--- src/cspa_defs.svh ---
// Constants for the core status, program counter and addressing block
`ifndef CSPA_DEFS_SVH
`define CSPA_DEFS_SVH

// Timing: core clock and instruction cycle
`define CSPA_CLK_NS      50
`define CSPA_CYC_NS      200
`define CSPA_CYC_CLKS    ((`CSPA_CYC_NS) / (`CSPA_CLK_NS))

// Core register file locations (low five address bits)
`define CSPA_ADR_INDIRECT 5'h00
`define CSPA_ADR_PCL      5'h02
`define CSPA_ADR_STATUS   5'h03
`define CSPA_ADR_FSR      5'h04
`define CSPA_ADR_OSC      5'h05

// Status field positions
`define CSPA_ST_CARRY    0
`define CSPA_ST_HALF     1
`define CSPA_ST_ZERO     2
`define CSPA_ST_PD       3
`define CSPA_ST_TO       4
`define CSPA_ST_PAGE_LO  5
`define CSPA_ST_PAGE_HI  7

// Reset values
`define CSPA_STATUS_RST  8'h18
`define CSPA_TCFG_RST    8'hFF
`define CSPA_OSC_RST     8'hFE
`define CSPA_OSC_MASK    8'hFE
`define CSPA_PC_RST      11'h7FF
`define CSPA_BSR_RST     3'h0
`define CSPA_FSR_RST     8'h00
`define CSPA_ACC_RST     8'h00
`define CSPA_STK_RST     12'h000

// Widths and depths
`define CSPA_PC_W        11
`define CSPA_STK_W       12
`define CSPA_STK_DEPTH   4

`endif

--- src/cspa_pkg.sv ---
// Types shared by the core status, program counter and addressing block
package cspa_pkg;

  // Control flow and special operations of the executing instruction
  typedef enum logic [3:0] {
    OP_NONE, OP_JUMP, OP_CALL, OP_RETURN, OP_RET_LIT, OP_RET_IRQ, OP_IRQ_ENTRY,
    OP_BANK_LOAD, OP_TIMER_LOAD, OP_WDT_CLEAR, OP_SLEEP
  } cspa_op_t;

  // Flag behaviour of the arithmetic part
  typedef enum logic [2:0] {
    ALU_NONE, ALU_LOGIC, ALU_ADD, ALU_SUB, ALU_ROT_R, ALU_ROT_L
  } cspa_alu_t;

  // One instruction as presented by the decoder
  typedef struct packed {
    cspa_op_t   op;
    cspa_alu_t  alu;
    logic [8:0] lit;
    logic [4:0] file_addr;
    logic [7:0] operand;
    logic [7:0] result;
    logic       wr_file;
    logic       wr_acc;
  } cspa_exec_t;

  // Timer configuration register layout, bit 7 first
  typedef struct packed {
    logic       portb_change_wake_n;
    logic       portb_pullup_n;
    logic       timer_source_select;
    logic       timer_edge_select;
    logic       prescaler_target;
    logic [2:0] prescale_rate;
  } cspa_tcfg_t;

endpackage

--- src/cspa_ret_stack.sv ---
// Four-level return address stack
`timescale 1ns/1ps
`include "cspa_defs.svh"
module cspa_ret_stack (
  input  wire logic                   clk_i,
  input  wire logic                   rst_b_i,
  input  wire logic                   push_i,
  input  wire logic                   pop_i,
  input  wire logic [`CSPA_STK_W-1:0] push_data_i,
  output logic      [`CSPA_STK_W-1:0] top_o
);
  import cspa_pkg::*;

  logic [`CSPA_STK_W-1:0] lvl [`CSPA_STK_DEPTH];

  // Each level shifts down on push, up on pop; the deepest refills itself
  for (genvar k = 0; k < `CSPA_STK_DEPTH; k++) begin : g_lvl
    always_ff @(posedge clk_i) begin
      if (!rst_b_i) begin
        lvl[k] <= `CSPA_STK_RST;
      end else if (push_i) begin
        lvl[k] <= (k == 0) ? push_data_i : lvl[(k == 0) ? 0 : k - 1];
      end else if (pop_i) begin
        lvl[k] <= (k == `CSPA_STK_DEPTH - 1) ? lvl[k] : lvl[(k == `CSPA_STK_DEPTH - 1) ? k : k + 1];
      end
    end
  end

  // Level 1 is read straight from its register
  assign top_o = lvl[0];

endmodule

--- src/cspa_core.sv ---
// Core status, timer configuration, trim, program counter, stack and addressing
//
// Summary of operation
// - Flag-updating results override status flag writes.
// - Timeout and powerdown bits ignore software writes.
// - Timeout set on power-up, clear-watchdog, sleep.
// - Powerdown set on power-up/clear-watchdog, cleared by sleep.
// - Null flag follows zero result.
// - Half carry from bit 3 add, inverted borrow.
// - Timer configuration written only from accumulator.
// - Reset sets all timer configuration bits.
// - Bits 7 and 6 enable wake/pull-up, low.
// - Bit 5 selects source, bit 4 edge.
// - Bit 3 assigns prescaler; rate doubles per code.
// - Output pins never get wake or pull-up.
// - Trim value in bits 7-1, bit 0 zero.
// - Instruction pointer advances once per instruction cycle.
// - Jump loads nine bits plus two page bits.
// - Call or counter write loads eight, clears bit 8.
// - Reset points to last address, page zero.
// - Call or interrupt pushes pointer plus one.
// - Returns pop level 1, refill from level 4.
// - Direct address is bank select plus opcode.
// - Indirect port uses pointer; self access is null.
// - Two context copies of accumulator, status, pointers.
`timescale 1ns/1ps
`include "cspa_defs.svh"
module cspa_core #(
  parameter logic [`CSPA_PC_W-1:0] IRQ_VECTOR = 11'h004
) (
  input  wire logic                   clk_i,
  input  wire logic                   rst_b_i,
  input  wire cspa_pkg::cspa_exec_t   exec_i,
  input  wire logic                   isr_i,
  input  wire logic                   wdt_timeout_i,
  input  wire logic [7:0]             pin_direction_i,
  output logic                        cyc_en_o,
  output logic [`CSPA_PC_W-1:0]       instr_pointer_o,
  output logic [7:0]                  acc_o,
  output logic [7:0]                  status_o,
  output logic [7:0]                  eff_addr_o,
  output logic                        wr_ext_o,
  output logic [7:0]                  wr_data_o,
  output logic [7:0]                  rd_data_o,
  output logic                        rd_hit_o,
  output cspa_pkg::cspa_tcfg_t        timer_config_o,
  output logic [3:0]                  timer_ratio_log2_o,
  output logic [3:0]                  wdt_ratio_log2_o,
  output logic [6:0]                  osc_trim_o,
  output logic [7:0]                  pb_wake_en_o,
  output logic [7:0]                  pb_pullup_en_o
);
  import cspa_pkg::*;

  logic [1:0]             div_cnt;
  logic                   cyc_en;
  logic                   ctx;
  logic [7:0]             acc_q  [2];
  logic [7:0]             st_q   [2];
  logic [7:0]             fsr_q  [2];
  logic [2:0]             bsr_q  [2];
  logic [7:0]             osc_q;
  cspa_tcfg_t             tcfg_q;
  logic [`CSPA_PC_W-1:0]  pc_q;
  logic [`CSPA_PC_W-1:0]  pc_inc;
  logic [`CSPA_STK_W-1:0] stk_top;
  logic                   push;
  logic                   pop;
  logic                   is_ind;
  logic [7:0]             eff_addr;
  logic [4:0]             lo_addr;
  logic                   ind_null;
  logic                   hit_pcl;
  logic                   hit_st;
  logic                   hit_fsr;
  logic                   hit_osc;
  logic                   core_hit;
  logic                   wr_go;
  logic [7:0]             cur_st;
  logic [7:0]             alu_res;
  logic [2:0]             flag_upd;
  logic [2:0]             flag_val;
  logic [8:0]             sum9;
  logic [4:0]             sum5;

  // Instruction cycle enable from the core clock divider
  always_ff @(posedge clk_i) begin
    if (!rst_b_i) begin
      div_cnt <= 2'h0;
    end else if (cyc_en) begin
      div_cnt <= 2'h0;
    end else begin
      div_cnt <= div_cnt + 2'h1;
    end
  end
  assign cyc_en   = (div_cnt == 2'(`CSPA_CYC_CLKS - 1));
  assign cyc_en_o = cyc_en;

  // Context copy in use follows the interrupt service level
  assign ctx    = isr_i;
  assign cur_st = st_q[ctx];

  // Direct and indirect address resolution
  assign is_ind   = (exec_i.file_addr == `CSPA_ADR_INDIRECT);
  assign eff_addr = is_ind ? fsr_q[ctx] : {bsr_q[ctx], exec_i.file_addr};
  assign lo_addr  = eff_addr[4:0];
  assign ind_null = is_ind && (lo_addr == `CSPA_ADR_INDIRECT);
  assign hit_pcl  = !ind_null && (lo_addr == `CSPA_ADR_PCL);
  assign hit_st   = !ind_null && (lo_addr == `CSPA_ADR_STATUS);
  assign hit_fsr  = !ind_null && (lo_addr == `CSPA_ADR_FSR);
  assign hit_osc  = !ind_null && (lo_addr == `CSPA_ADR_OSC) && !eff_addr[5];
  assign core_hit = ind_null | hit_pcl | hit_st | hit_fsr | hit_osc;
  assign wr_go    = cyc_en && exec_i.wr_file;

  // Arithmetic result and flags, ordered {null, half carry, carry}
  always_comb begin
    sum9     = 9'h000;
    sum5     = 5'h00;
    alu_res  = exec_i.result;
    flag_upd = 3'h0;
    flag_val = 3'h0;
    unique case (exec_i.alu)
      ALU_LOGIC: begin
        flag_upd = 3'h4;
        flag_val = {(alu_res == 8'h00), 2'h0};
      end
      ALU_ADD: begin
        sum9     = {1'b0, exec_i.operand} + {1'b0, acc_q[ctx]};
        sum5     = {1'b0, exec_i.operand[3:0]} + {1'b0, acc_q[ctx][3:0]};
        alu_res  = sum9[7:0];
        flag_upd = 3'h7;
        flag_val = {(sum9[7:0] == 8'h00), sum5[4], sum9[8]};
      end
      ALU_SUB: begin
        sum9     = {1'b0, exec_i.operand} - {1'b0, acc_q[ctx]};
        sum5     = {1'b0, exec_i.operand[3:0]} - {1'b0, acc_q[ctx][3:0]};
        alu_res  = sum9[7:0];
        flag_upd = 3'h7;
        flag_val = {(sum9[7:0] == 8'h00), !sum5[4], !sum9[8]};
      end
      ALU_ROT_R: begin
        alu_res  = {cur_st[`CSPA_ST_CARRY], exec_i.operand[7:1]};
        flag_upd = 3'h1;
        flag_val = {2'h0, exec_i.operand[0]};
      end
      ALU_ROT_L: begin
        alu_res  = {exec_i.operand[6:0], cur_st[`CSPA_ST_CARRY]};
        flag_upd = 3'h1;
        flag_val = {2'h0, exec_i.operand[7]};
      end
      ALU_NONE: begin
        flag_upd = 3'h0;
      end
      default: begin
        flag_upd = 3'h0;
      end
    endcase
  end

  // Status copies: flags, page bits, hardware-only reset-cause bits
  always_ff @(posedge clk_i) begin
    for (int c = 0; c < 2; c++) begin
      if (!rst_b_i) begin
        st_q[c] <= `CSPA_STATUS_RST;
      end else begin
        if (cyc_en && (ctx == c[0])) begin
          if (wr_go && hit_st) begin
            st_q[c][`CSPA_ST_PAGE_HI:`CSPA_ST_PAGE_LO] <= alu_res[7:5];
          end
          for (int b = 0; b < 3; b++) begin
            if (flag_upd[b]) begin
              st_q[c][b] <= flag_val[b];
            end else if (wr_go && hit_st && (flag_upd == 3'h0)) begin
              // Any flag update locks all three flag bits against the write
              st_q[c][b] <= alu_res[b];
            end
          end
        end
        // Bits 4 and 3 take no software data at all
        if (cyc_en && (exec_i.op == OP_WDT_CLEAR || exec_i.op == OP_SLEEP)) begin
          st_q[c][`CSPA_ST_TO] <= 1'b1;
        end else if (wdt_timeout_i) begin
          st_q[c][`CSPA_ST_TO] <= 1'b0;
        end
        if (cyc_en && exec_i.op == OP_WDT_CLEAR) begin
          st_q[c][`CSPA_ST_PD] <= 1'b1;
        end else if (cyc_en && exec_i.op == OP_SLEEP) begin
          st_q[c][`CSPA_ST_PD] <= 1'b0;
        end
      end
    end
  end

  // Accumulator copies
  always_ff @(posedge clk_i) begin
    for (int c = 0; c < 2; c++) begin
      if (!rst_b_i) begin
        acc_q[c] <= `CSPA_ACC_RST;
      end else if (cyc_en && (ctx == c[0])) begin
        if (exec_i.op == OP_RET_LIT) begin
          acc_q[c] <= exec_i.lit[7:0];
        end else if (exec_i.wr_acc) begin
          acc_q[c] <= alu_res;
        end
      end
    end
  end

  // Indirect pointer and bank select copies
  always_ff @(posedge clk_i) begin
    for (int c = 0; c < 2; c++) begin
      if (!rst_b_i) begin
        fsr_q[c] <= `CSPA_FSR_RST;
        bsr_q[c] <= `CSPA_BSR_RST;
      end else if (cyc_en && (ctx == c[0])) begin
        if (wr_go && hit_fsr) begin
          fsr_q[c] <= alu_res;
        end
        if (exec_i.op == OP_BANK_LOAD) begin
          bsr_q[c] <= exec_i.lit[2:0];
        end
      end
    end
  end

  // Oscillator trim, bit 0 held at zero
  always_ff @(posedge clk_i) begin
    if (!rst_b_i) begin
      osc_q <= `CSPA_OSC_RST;
    end else if (wr_go && hit_osc) begin
      osc_q <= alu_res & `CSPA_OSC_MASK;
    end
  end
  assign osc_trim_o = osc_q[7:1];

  // Write-only timer configuration, loaded from the accumulator only
  always_ff @(posedge clk_i) begin
    if (!rst_b_i) begin
      tcfg_q <= cspa_tcfg_t'(`CSPA_TCFG_RST);
    end else if (cyc_en && exec_i.op == OP_TIMER_LOAD) begin
      tcfg_q <= cspa_tcfg_t'(acc_q[ctx]);
    end
  end
  assign timer_config_o = tcfg_q;

  // Prescale ratios as powers of two for the two possible owners
  always_ff @(posedge clk_i) begin
    if (!rst_b_i) begin
      timer_ratio_log2_o <= 4'h0;
      wdt_ratio_log2_o   <= 4'h0;
    end else begin
      timer_ratio_log2_o <= tcfg_q.prescaler_target ? 4'h0 : {1'b0, tcfg_q.prescale_rate} + 4'h1;
      wdt_ratio_log2_o   <= tcfg_q.prescaler_target ? {1'b0, tcfg_q.prescale_rate} : 4'h0;
    end
  end

  // Per-pin wake and pull-up enables; an output pin gets neither
  for (genvar i = 0; i < 8; i++) begin : g_pin
    always_ff @(posedge clk_i) begin
      if (!rst_b_i) begin
        pb_wake_en_o[i]   <= 1'b0;
        pb_pullup_en_o[i] <= 1'b0;
      end else begin
        pb_wake_en_o[i]   <= !tcfg_q.portb_change_wake_n && pin_direction_i[i];
        pb_pullup_en_o[i] <= !tcfg_q.portb_pullup_n && pin_direction_i[i];
      end
    end
  end

  // Stack control
  assign pc_inc = pc_q + 11'h001;
  assign push   = cyc_en && (exec_i.op == OP_CALL || exec_i.op == OP_IRQ_ENTRY);
  assign pop    = cyc_en && (exec_i.op == OP_RETURN || exec_i.op == OP_RET_LIT ||
                             exec_i.op == OP_RET_IRQ);

  cspa_ret_stack u_stack (
    .clk_i       (clk_i),
    .rst_b_i     (rst_b_i),
    .push_i      (push),
    .pop_i       (pop),
    .push_data_i ({1'b0, pc_inc}),
    .top_o       (stk_top)
  );

  // Instruction pointer
  always_ff @(posedge clk_i) begin
    if (!rst_b_i) begin
      pc_q <= `CSPA_PC_RST;
    end else if (cyc_en) begin
      unique case (exec_i.op)
        OP_JUMP: pc_q <= {cur_st[6:5], exec_i.lit[8:0]};
        OP_CALL: pc_q <= {cur_st[6:5], 1'b0, exec_i.lit[7:0]};
        OP_RETURN, OP_RET_LIT, OP_RET_IRQ: pc_q <= stk_top[`CSPA_PC_W-1:0];
        OP_IRQ_ENTRY: pc_q <= IRQ_VECTOR;
        OP_NONE, OP_BANK_LOAD, OP_TIMER_LOAD, OP_WDT_CLEAR, OP_SLEEP: begin
          if (wr_go && hit_pcl) begin
            pc_q <= {cur_st[6:5], 1'b0, alu_res};
          end else begin
            pc_q <= pc_inc;
          end
        end
        default: pc_q <= pc_inc;
      endcase
    end
  end
  assign instr_pointer_o = pc_q;

  // Read port for core registers, registered
  always_ff @(posedge clk_i) begin
    if (!rst_b_i) begin
      rd_data_o <= 8'h00;
      rd_hit_o  <= 1'b0;
    end else begin
      rd_hit_o <= core_hit;
      if (ind_null) begin
        rd_data_o <= 8'h00;
      end else if (hit_pcl) begin
        rd_data_o <= pc_q[7:0];
      end else if (hit_st) begin
        rd_data_o <= cur_st;
      end else if (hit_fsr) begin
        rd_data_o <= fsr_q[ctx];
      end else if (hit_osc) begin
        rd_data_o <= osc_q;
      end else begin
        rd_data_o <= 8'h00;
      end
    end
  end

  // Writes to the rest of the register file; null indirect writes vanish
  assign eff_addr_o = eff_addr;
  assign wr_ext_o   = wr_go && !core_hit;
  assign wr_data_o  = alu_res;
  assign acc_o      = acc_q[ctx];
  assign status_o   = cur_st;

endmodule

--- config.mk ---
export PLATFORM = sky130hd
export DESIGN_NAME = cspa_core
export DESIGN_NICKNAME = d
export VERILOG_FILES = /design/src/cspa_pkg.sv /design/src/cspa_ret_stack.sv /design/src/cspa_core.sv
export VERILOG_INCLUDE_DIRS = /design/src
export SDC_FILE = /design/constraint.sdc
export NUM_CORES = 1
export LEC_CHECK = 0
export BUFFER_PORTS_ARGS = -buffer_cell sky130_fd_sc_hd__buf_2
export CORE_MARGIN = 4
export CORE_UTILIZATION = 50
export CTS_CLUSTER_DIAMETER = 60
export DETAILED_ROUTE_END_ITERATION = 7
export PLACE_DENSITY = 0.81
export SETUP_SLACK_MARGIN = 0.5
export SYNTH_ARGS = -nofsm -noshare
export SYNTH_HDL_FRONTEND = slang
export SYNTH_SLANG_ARGS = --single-unit
--- constraint.sdc ---
create_clock -name clk_i -period 9.53 [get_ports clk_i]
set_input_delay 0.953 -clock clk_i [delete_from_list [all_inputs] [get_ports clk_i]]
set_output_delay 0.953 -clock clk_i [all_outputs]
set_load 0.05 [all_outputs]
### After elaboration in Yosys (flattened, before gate mapping)

Memories as Yosys holds them, arrays and structs flattened.
Index checks and enable logic that the tools add are counted.

* memories kept: 5
* register bits after elaboration: 61
* word-level logic and storage cells: 318
* bits in writable memories: 102

Memory list
* u_stack.lvl: words 4, bits a word 12, rd ports 4, clocked after Yosys merged registers in 0, wr ports 4, RTL line cspa_ret_stack.sv:14 `` logic [`CSPA_STK_W-1:0] lvl [`CSPA_STK_DEPTH]; ``
* acc_q: words 2, bits a word 8, rd ports 1, clocked after Yosys merged registers in 0, wr ports 2, RTL line cspa_core.sv:58 `logic [7:0] acc_q [2];`
* fsr_q: words 2, bits a word 8, rd ports 1, clocked after Yosys merged registers in 0, wr ports 2, RTL line cspa_core.sv:60 `logic [7:0] fsr_q [2];`
* st_q: words 2, bits a word 8, rd ports 1, clocked after Yosys merged registers in 0, wr ports 2, RTL line cspa_core.sv:59 `logic [7:0] st_q [2];`
* bsr_q: words 2, bits a word 3, rd ports 1, clocked after Yosys merged registers in 0, wr ports 2, RTL line cspa_core.sv:61 `logic [2:0] bsr_q [2];`

* muxes and demuxes: 149
* bitwise gates (word level): 44
* $add $sub $neg: 7
* equality and inequality tests: 20
* reductions and logical operators: 63

Operators by type and width (count)
* $mux W1: 121
* $mux W12: 8
* $mux W8: 11
* $pmux W11 S5: 1
* $or A1 B1 Y1: 42
* $logic_and A1 B1 Y1: 37
* $pmux W8 S4: 1
* $logic_not A8 Y1: 3
* $eq A4 B3 Y1 const B: 4
* $pmux W3 S5: 1
* $eq A4 B4 Y1 const B: 3
* $mux W3: 4
* $add A11 B1 Y11 const B: 1
* $mux W11: 1
* $eq A5 B2 Y1 const B: 2
* $eq A5 B3 Y1 const B: 2
* $logic_not A5 Y1: 2
* $reduce_or A2 Y1: 5
* $add A8 B8 Y9: 1
* $pmux W3 S3: 1
* $sub A8 B8 Y9: 1
* $eq A4 B2 Y1 const B: 2
* $logic_not A1 Y1: 7
* $eq A3 B2 Y1 const B: 2
* 15 further kinds: 20

### Logic depth before layout (Yosys ltp)

* depth after elaboration: 14
* mapped depth: 15

### Hierarchy

Synthesis repeated with hierarchy kept, for this count alone.

* cell total of the unflattened synthesis: 981
* area, all modules: 9487.8 um2

By module, submodules not included
* cspa_core: cells each 865, times used 1, area each 7453.4 um2
* cspa_ret_stack: cells each 116, times used 1, area each 2034.5 um2

### Worst setup path after synthesis

Ideal clock, no wire load.

* path type: input to output
* start: input isr_i
* end: output wr_data_o[4]
* path slack: 3.663 ns
* arrival: 4.914 ns
* stages: 13
* cell sequence: buf_2 > buf_2 > buf_1 > buf_2 > mux2i_1 > inv_1 > fa_1 > nand2b_1 > a21oi_1 > xnor2_1 > nor3_1 > o41ai_1 > inv_1

* cells in the longest elaborated chain, start to end: 3
* elaborated cells between the ends (all ways): 4
* those cells by class: add/sub: 2; mux: 1; memory: 1

RTL lines
* start: declaration: RTL line cspa_core.sv:34 `input wire logic isr_i,`
* $mem_v2 Z2 W8 *
* named net acc_o[1]: RTL line cspa_core.sv:39 `output logic [7:0] acc_o,`
* $sub A8 B8 Y9 or $add A8 B8 Y9 (tied branches): RTL line cspa_core.sv:135, cspa_core.sv:128
* $pmux W8 S4 *: RTL line cspa_core.sv:122 `unique case (exec_i.alu)`
* end: declaration: RTL line cspa_core.sv:43 `output logic [7:0] wr_data_o,`

The timed path passes the listed nets; every way through them passes the cells marked *.

### Final worst setup path

* start: input isr_i
* end: output wr_data_o[6]

* cells in the longest elaborated chain, start to end: 3
* elaborated cells between the ends (all ways): 4
* those cells by class: add/sub: 2; mux: 1; memory: 1

RTL lines (RTL line)
* $mem_v2 Z2 W8 *
* $sub A8 B8 Y9 or $add A8 B8 Y9 (tied branches): cspa_core.sv:135, cspa_core.sv:128
* $pmux W8 S4 *: cspa_core.sv:122

Mark *: on every way between the ends. The rest lies on a longest branch, timed or not.

==> metrics.md <==
| Metric | Value |
|---|---|
| Top delay family on crit path | `compound AO/OA/AOI/OAI gates` |
| Worst reg2reg path endpoint | `st_q[0][1]` |
| Post-DP HPWL | `between 15000 and 20000 µm` |
| Die Span X | `~140 µm` |
| CTS H-tree depth | `4` |
| Cells along the critical path | `buf_2 > buf_4 > mux2_2 > ha_1 > inv_1 > fa_1 > nor2_1 > o311ai_0 > or4b_1 > o311a_1 > a32oi_4 > inv_1 > buf_2` |
| Final cycle utilization of the critical path | `between 50 and 60%` |
| Netlist area before placement | `between 8000 and 9000 µm²` |
| Clk buf depth | `2` |
| Relative slew slack | `13.3%` |
| Leakage power total | `around 0.0043 µW` |
| Area added between synthesis and finish | `16.9%` |
| Path type of the worst setup path | `in -> out` |
| Synthesis-stage register bit count | `roughly 160` |
| TritonCTS clock tree | `yes` |
| Gate count of the mapped netlist | `just over 900` |
| Layout fillers | `between 1000 and 1500` |
| Number of buffers and inverters on the critical path | `5` |
| Sink Count | `between 150 and 200` |
| Detailed-route wire length | `between 20000 and 30000 µm` |
| Fmax | `between 0.15 and 0.2 GHz` |
| Setup crit end | `wr_data_o[6]` |
| Antenna violations before repair | `2` |
| VDD IR-drop max | `144 µV` |
| CP Data Arrival Time | `between 4000 and 5000 ps` |
| Layout cell share with drive strength beyond 1 | `20.8%` |
| Clock input transition at the sequential cells of the worst setup and hold paths | `about 70 ps` |
| Most used DFF post-synth | `sky130_fd_sc_hd__edfxtp_1` |
| Largest stage delay on the critical path | `approximately 670 ps` |
| Distinct cells, synth | `80` |
| Final net count | `approximately 1100` |
| Initial Utilization | `between 50% and 60%` |
| Slew Limit Fails | `0` |
| Fraction of power consumed by the clock network | `about two fifths` |
| Worst Hold Slack | `between 400 and 500 ps` |
| Final setup viols | `0` |
| Maximum clock skew at final layout | `approximately 9.5 ps` |
| Clock latency reported for the late side of the worst-skew pair | `430 ps` |
| Root buffer cell | `sky130_fd_sc_hd__clkbuf_16` |
| Core Rows | `48` |
| Post-synthesis async set-or-reset flop share | `0%` |
| Unrepaired setup endpoints after global routing | `no` |
| Starting DRC count in detailed routing | `about 970` |
| Fraction of power consumed by combinational cells | `about 18%` |
| Cell internal pwr | `1270 µW` |
| Length in cells of the worst reg-to-reg path | `9` |
| Power per standard cell area | `approximately 180 nW/µm²` |
| Die Y | `roughly 140 µm` |
| Post-Synthesis Net Count | `1002` |
| Quantity of gates resized following cts | `0` |
| WP depth | `13` |
| Final weighted congestion in routability-driven placement | `around 0.94` |
| Max-cap check violation count | `0` |
| Post-CTS setup repair buffer count | `0` |
| Ant. Diodes | `0` |
| Global route total overflow | `0` |
| Post-synthesis area per instance | `roughly 9.6 µm²` |
| Number of CTS-inserted buffers | `17` |
| Sequential area share after synthesis | `a little under half` |
| Violated checks | `DRC` |
| Hold buffer count at CTS | `0` |
| Pin count of the biggest net entering global routing | `between 40 and 50` |
| Number of placed I/O pins | `144` |
| Startpoint of the lowest-slack register-to-register path | `acc_q[1][1]` |
| Type of the most critical hold path | `reg -> reg` |
| Top cell type's share of synthesized area | `33.1%` |
| Worst R2R Setup Slack | `about 5800 ps` |
| Type of origin of the critical path | `input pin` |
| I/O Buffers | `roughly 140` |
| Global-route usage over all layers | `between 20% and 30%` |
| Residual DRC count | `1` |
| Run status | `finished, violations left` |
| Core area | `17400 µm²` |
| Post-placement setup slack | `about 4000 ps` |
| Remaining antenna violation count | `0` |
| Leading post-synthesis cells by cell area | `sky130_fd_sc_hd__edfxtp_1 33%, sky130_fd_sc_hd__dfxtp_1 14%, sky130_fd_sc_hd__nor2_1 3.8%` |
| Yosys Warn Count | `0` |
| Average vias per placed instance | `6.18` |
| Final routed wire length divided by cell count | `~21 µm` |
| Via count of the first global-routing pass | `about 7600` |
| Switching pwr | `566 µW` |
| Element type at the critical path end | `output pin` |
| Slew at the pin with the worst max-slew slack | `1290 ps` |
| Final critical-path setup slack | `between 3000 and 4000 ps` |
| Routed via count | `7945` |
| EDFF count, synth | `98` |
| Cell taking the most area after synthesis | `sky130_fd_sc_hd__edfxtp_1` |
| Seq pwr share | `around two fifths` |
| Period minus WS final | `5620 ps` |
| Final Hold Violating Endpoints | `0` |
| Switching part of the total power | `30.8%` |
| Launch point of the worst path | `isr_i` |
| WP data required | `between 8000 and 9000 ps` |
| Cell depth of the worst hold path | `1` |
| Critical-path cell with the highest stage delay | `sky130_fd_sc_hd__o311ai_0` |
| Crit path max fanout | `36` |
| Sum of negative setup slack | `0 ps` |
| Area of the die | `20000 µm²` |
| Global-route wire length before repair | `roughly 42000 µm` |
| Router iterations before antenna repair | `8` |
placed cells by master, fill, tap and decap left out, types with 25 or more instances in the layout:
cell type                  netlist  final
sky130_fd_sc_hd__a22o_1         25     25
sky130_fd_sc_hd__nand2_1        88     88
sky130_fd_sc_hd__and2_1         38     38
sky130_fd_sc_hd__buf_2          11    142
sky130_fd_sc_hd__inv_1          35     35
sky130_fd_sc_hd__dfxtp_1        60     60
sky130_fd_sc_hd__nor2_1         89     89
sky130_fd_sc_hd__edfxtp_1       98     98
sky130_fd_sc_hd__o21ai_0        57     57
sky130_fd_sc_hd__a21oi_1        53     53
sky130_fd_sc_hd__mux2i_1        31     31
area by class of cell:
class | instances | area, µm² | share of cell area, %
Multi-Input combinational cell | 678 | 4360 | 41.9
Sequential cell | 158 | 4140 | 39.9
Timing Repair Buffer | 154 | 801 | 7.71
Clock buffer | 17 | 425 | 4.09
Tap cell | 225 | 282 | 2.71
Clock inverter | 15 | 221 | 2.13
Inverter | 39 | 159 | 1.53
worst min-delay path by stage:
stage	start	slack [ps]	to
after floorplan	div_cnt[0]	400	div_cnt[0]
after global placement	div_cnt[0]	410	div_cnt[0]
after detailed placement	div_cnt[0]	420	div_cnt[0]
after CTS	div_cnt[0]	430	div_cnt[0]
after global routing	div_cnt[0]	440	div_cnt[0]
final	div_cnt[0]	420	div_cnt[0]
stage by stage:
stage               cells  utilization (%)  power [µW]  area (µm²)
floorplan             929                -        1000        8880
global placement     1254             56.1        1100        9740
detailed placement   1254             56.1        1100        9740
CTS                  1286             59.9        1840       10400
global route         1286             59.9        1900       10400
finish               1286             59.9        1840       10400
cells by family (layout without fill, tap and decap cells):
logic type	Yosys count	count (layout)	share of synthesized area, %
xor gates and xnor gates	20	20	1.97
muxes	44	44	5.14
DFF	158	158	46.6
other	1	1	0.0422
AOI/OAI and AO/OA	253	253	19.7
adders and majority gates	23	23	3.38
and+or+nand+nor	337	337	18.7
buffers and inverters	93	225	4.39
sequential cells by signal, indices dropped and copies added, names as in the netlist, 3 cells and up:
name / cells
acc_q: 16
bsr_q: 6
fsr_q: 16
instr_pointer_o: 11
osc_q: 7
pb_pullup_en_o: 8
pb_wake_en_o: 8
rd_data_o: 8
st_q: 16
timer_config_o: 8
timer_ratio_log2_o: 4
u_stack.lvl: 44
wdt_ratio_log2_o: 3
metal layers:
metal / part of all wire [%] / wire [µm] / global-route usage, % / vias to the layer above
met5: 0.12 / 31 / 0 / -
li1: - / - / - / 3664
met4: 2.6 / 696 / 9.84 / 4
met3: 11 / 2910 / 6.81 / 67
met2: 45 / 12200 / 40.4 / 500
met1: 41 / 11000 / 36.9 / 3710
cells in the mapped netlist (5+ instances only):
| cell | instances |
|---|---|
| sky130_fd_sc_hd__buf_1 | 5 |
| sky130_fd_sc_hd__o31ai_1 | 7 |
| sky130_fd_sc_hd__a211oi_1 | 7 |
| sky130_fd_sc_hd__a22o_1 | 25 |
| sky130_fd_sc_hd__o22ai_1 | 12 |
| sky130_fd_sc_hd__clkbuf_1 | 35 |
| sky130_fd_sc_hd__a21oi_1 | 53 |
| sky130_fd_sc_hd__nand2_1 | 88 |
| sky130_fd_sc_hd__o211ai_1 | 18 |
| sky130_fd_sc_hd__nand3_1 | 24 |
| sky130_fd_sc_hd__and2_1 | 38 |
| sky130_fd_sc_hd__inv_1 | 35 |
| sky130_fd_sc_hd__nor2_1 | 89 |
| sky130_fd_sc_hd__o21ai_0 | 57 |
| sky130_fd_sc_hd__o221ai_1 | 8 |
| sky130_fd_sc_hd__edfxtp_1 | 98 |
| sky130_fd_sc_hd__nand2b_1 | 16 |
| sky130_fd_sc_hd__nor4_1 | 8 |
| sky130_fd_sc_hd__xor2_1 | 6 |
| sky130_fd_sc_hd__ha_1 | 20 |
| sky130_fd_sc_hd__and3_1 | 10 |
| sky130_fd_sc_hd__nand4_1 | 8 |
| sky130_fd_sc_hd__buf_2 | 11 |
| sky130_fd_sc_hd__mux2i_1 | 31 |
| sky130_fd_sc_hd__o21a_1 | 10 |
| sky130_fd_sc_hd__nor3_1 | 15 |
| sky130_fd_sc_hd__or3_1 | 6 |
| sky130_fd_sc_hd__xnor2_1 | 14 |
| sky130_fd_sc_hd__or2_2 | 5 |
| sky130_fd_sc_hd__a31oi_1 | 8 |
| sky130_fd_sc_hd__a221oi_1 | 7 |
| sky130_fd_sc_hd__dfxtp_1 | 60 |
| sky130_fd_sc_hd__mux2_2 | 13 |
| sky130_fd_sc_hd__nor2b_1 | 12 |
power groups by stage:
stage	clock network, µW	logic (µW)	registers (µW)
finish	742	335	761
CTS	749	328	761
detailed placement	0	327	776
global route	776	358	763
global placement	0	324	775
floorplan	0	214	787
Note: power is estimated with default switching activity, not from simulation.
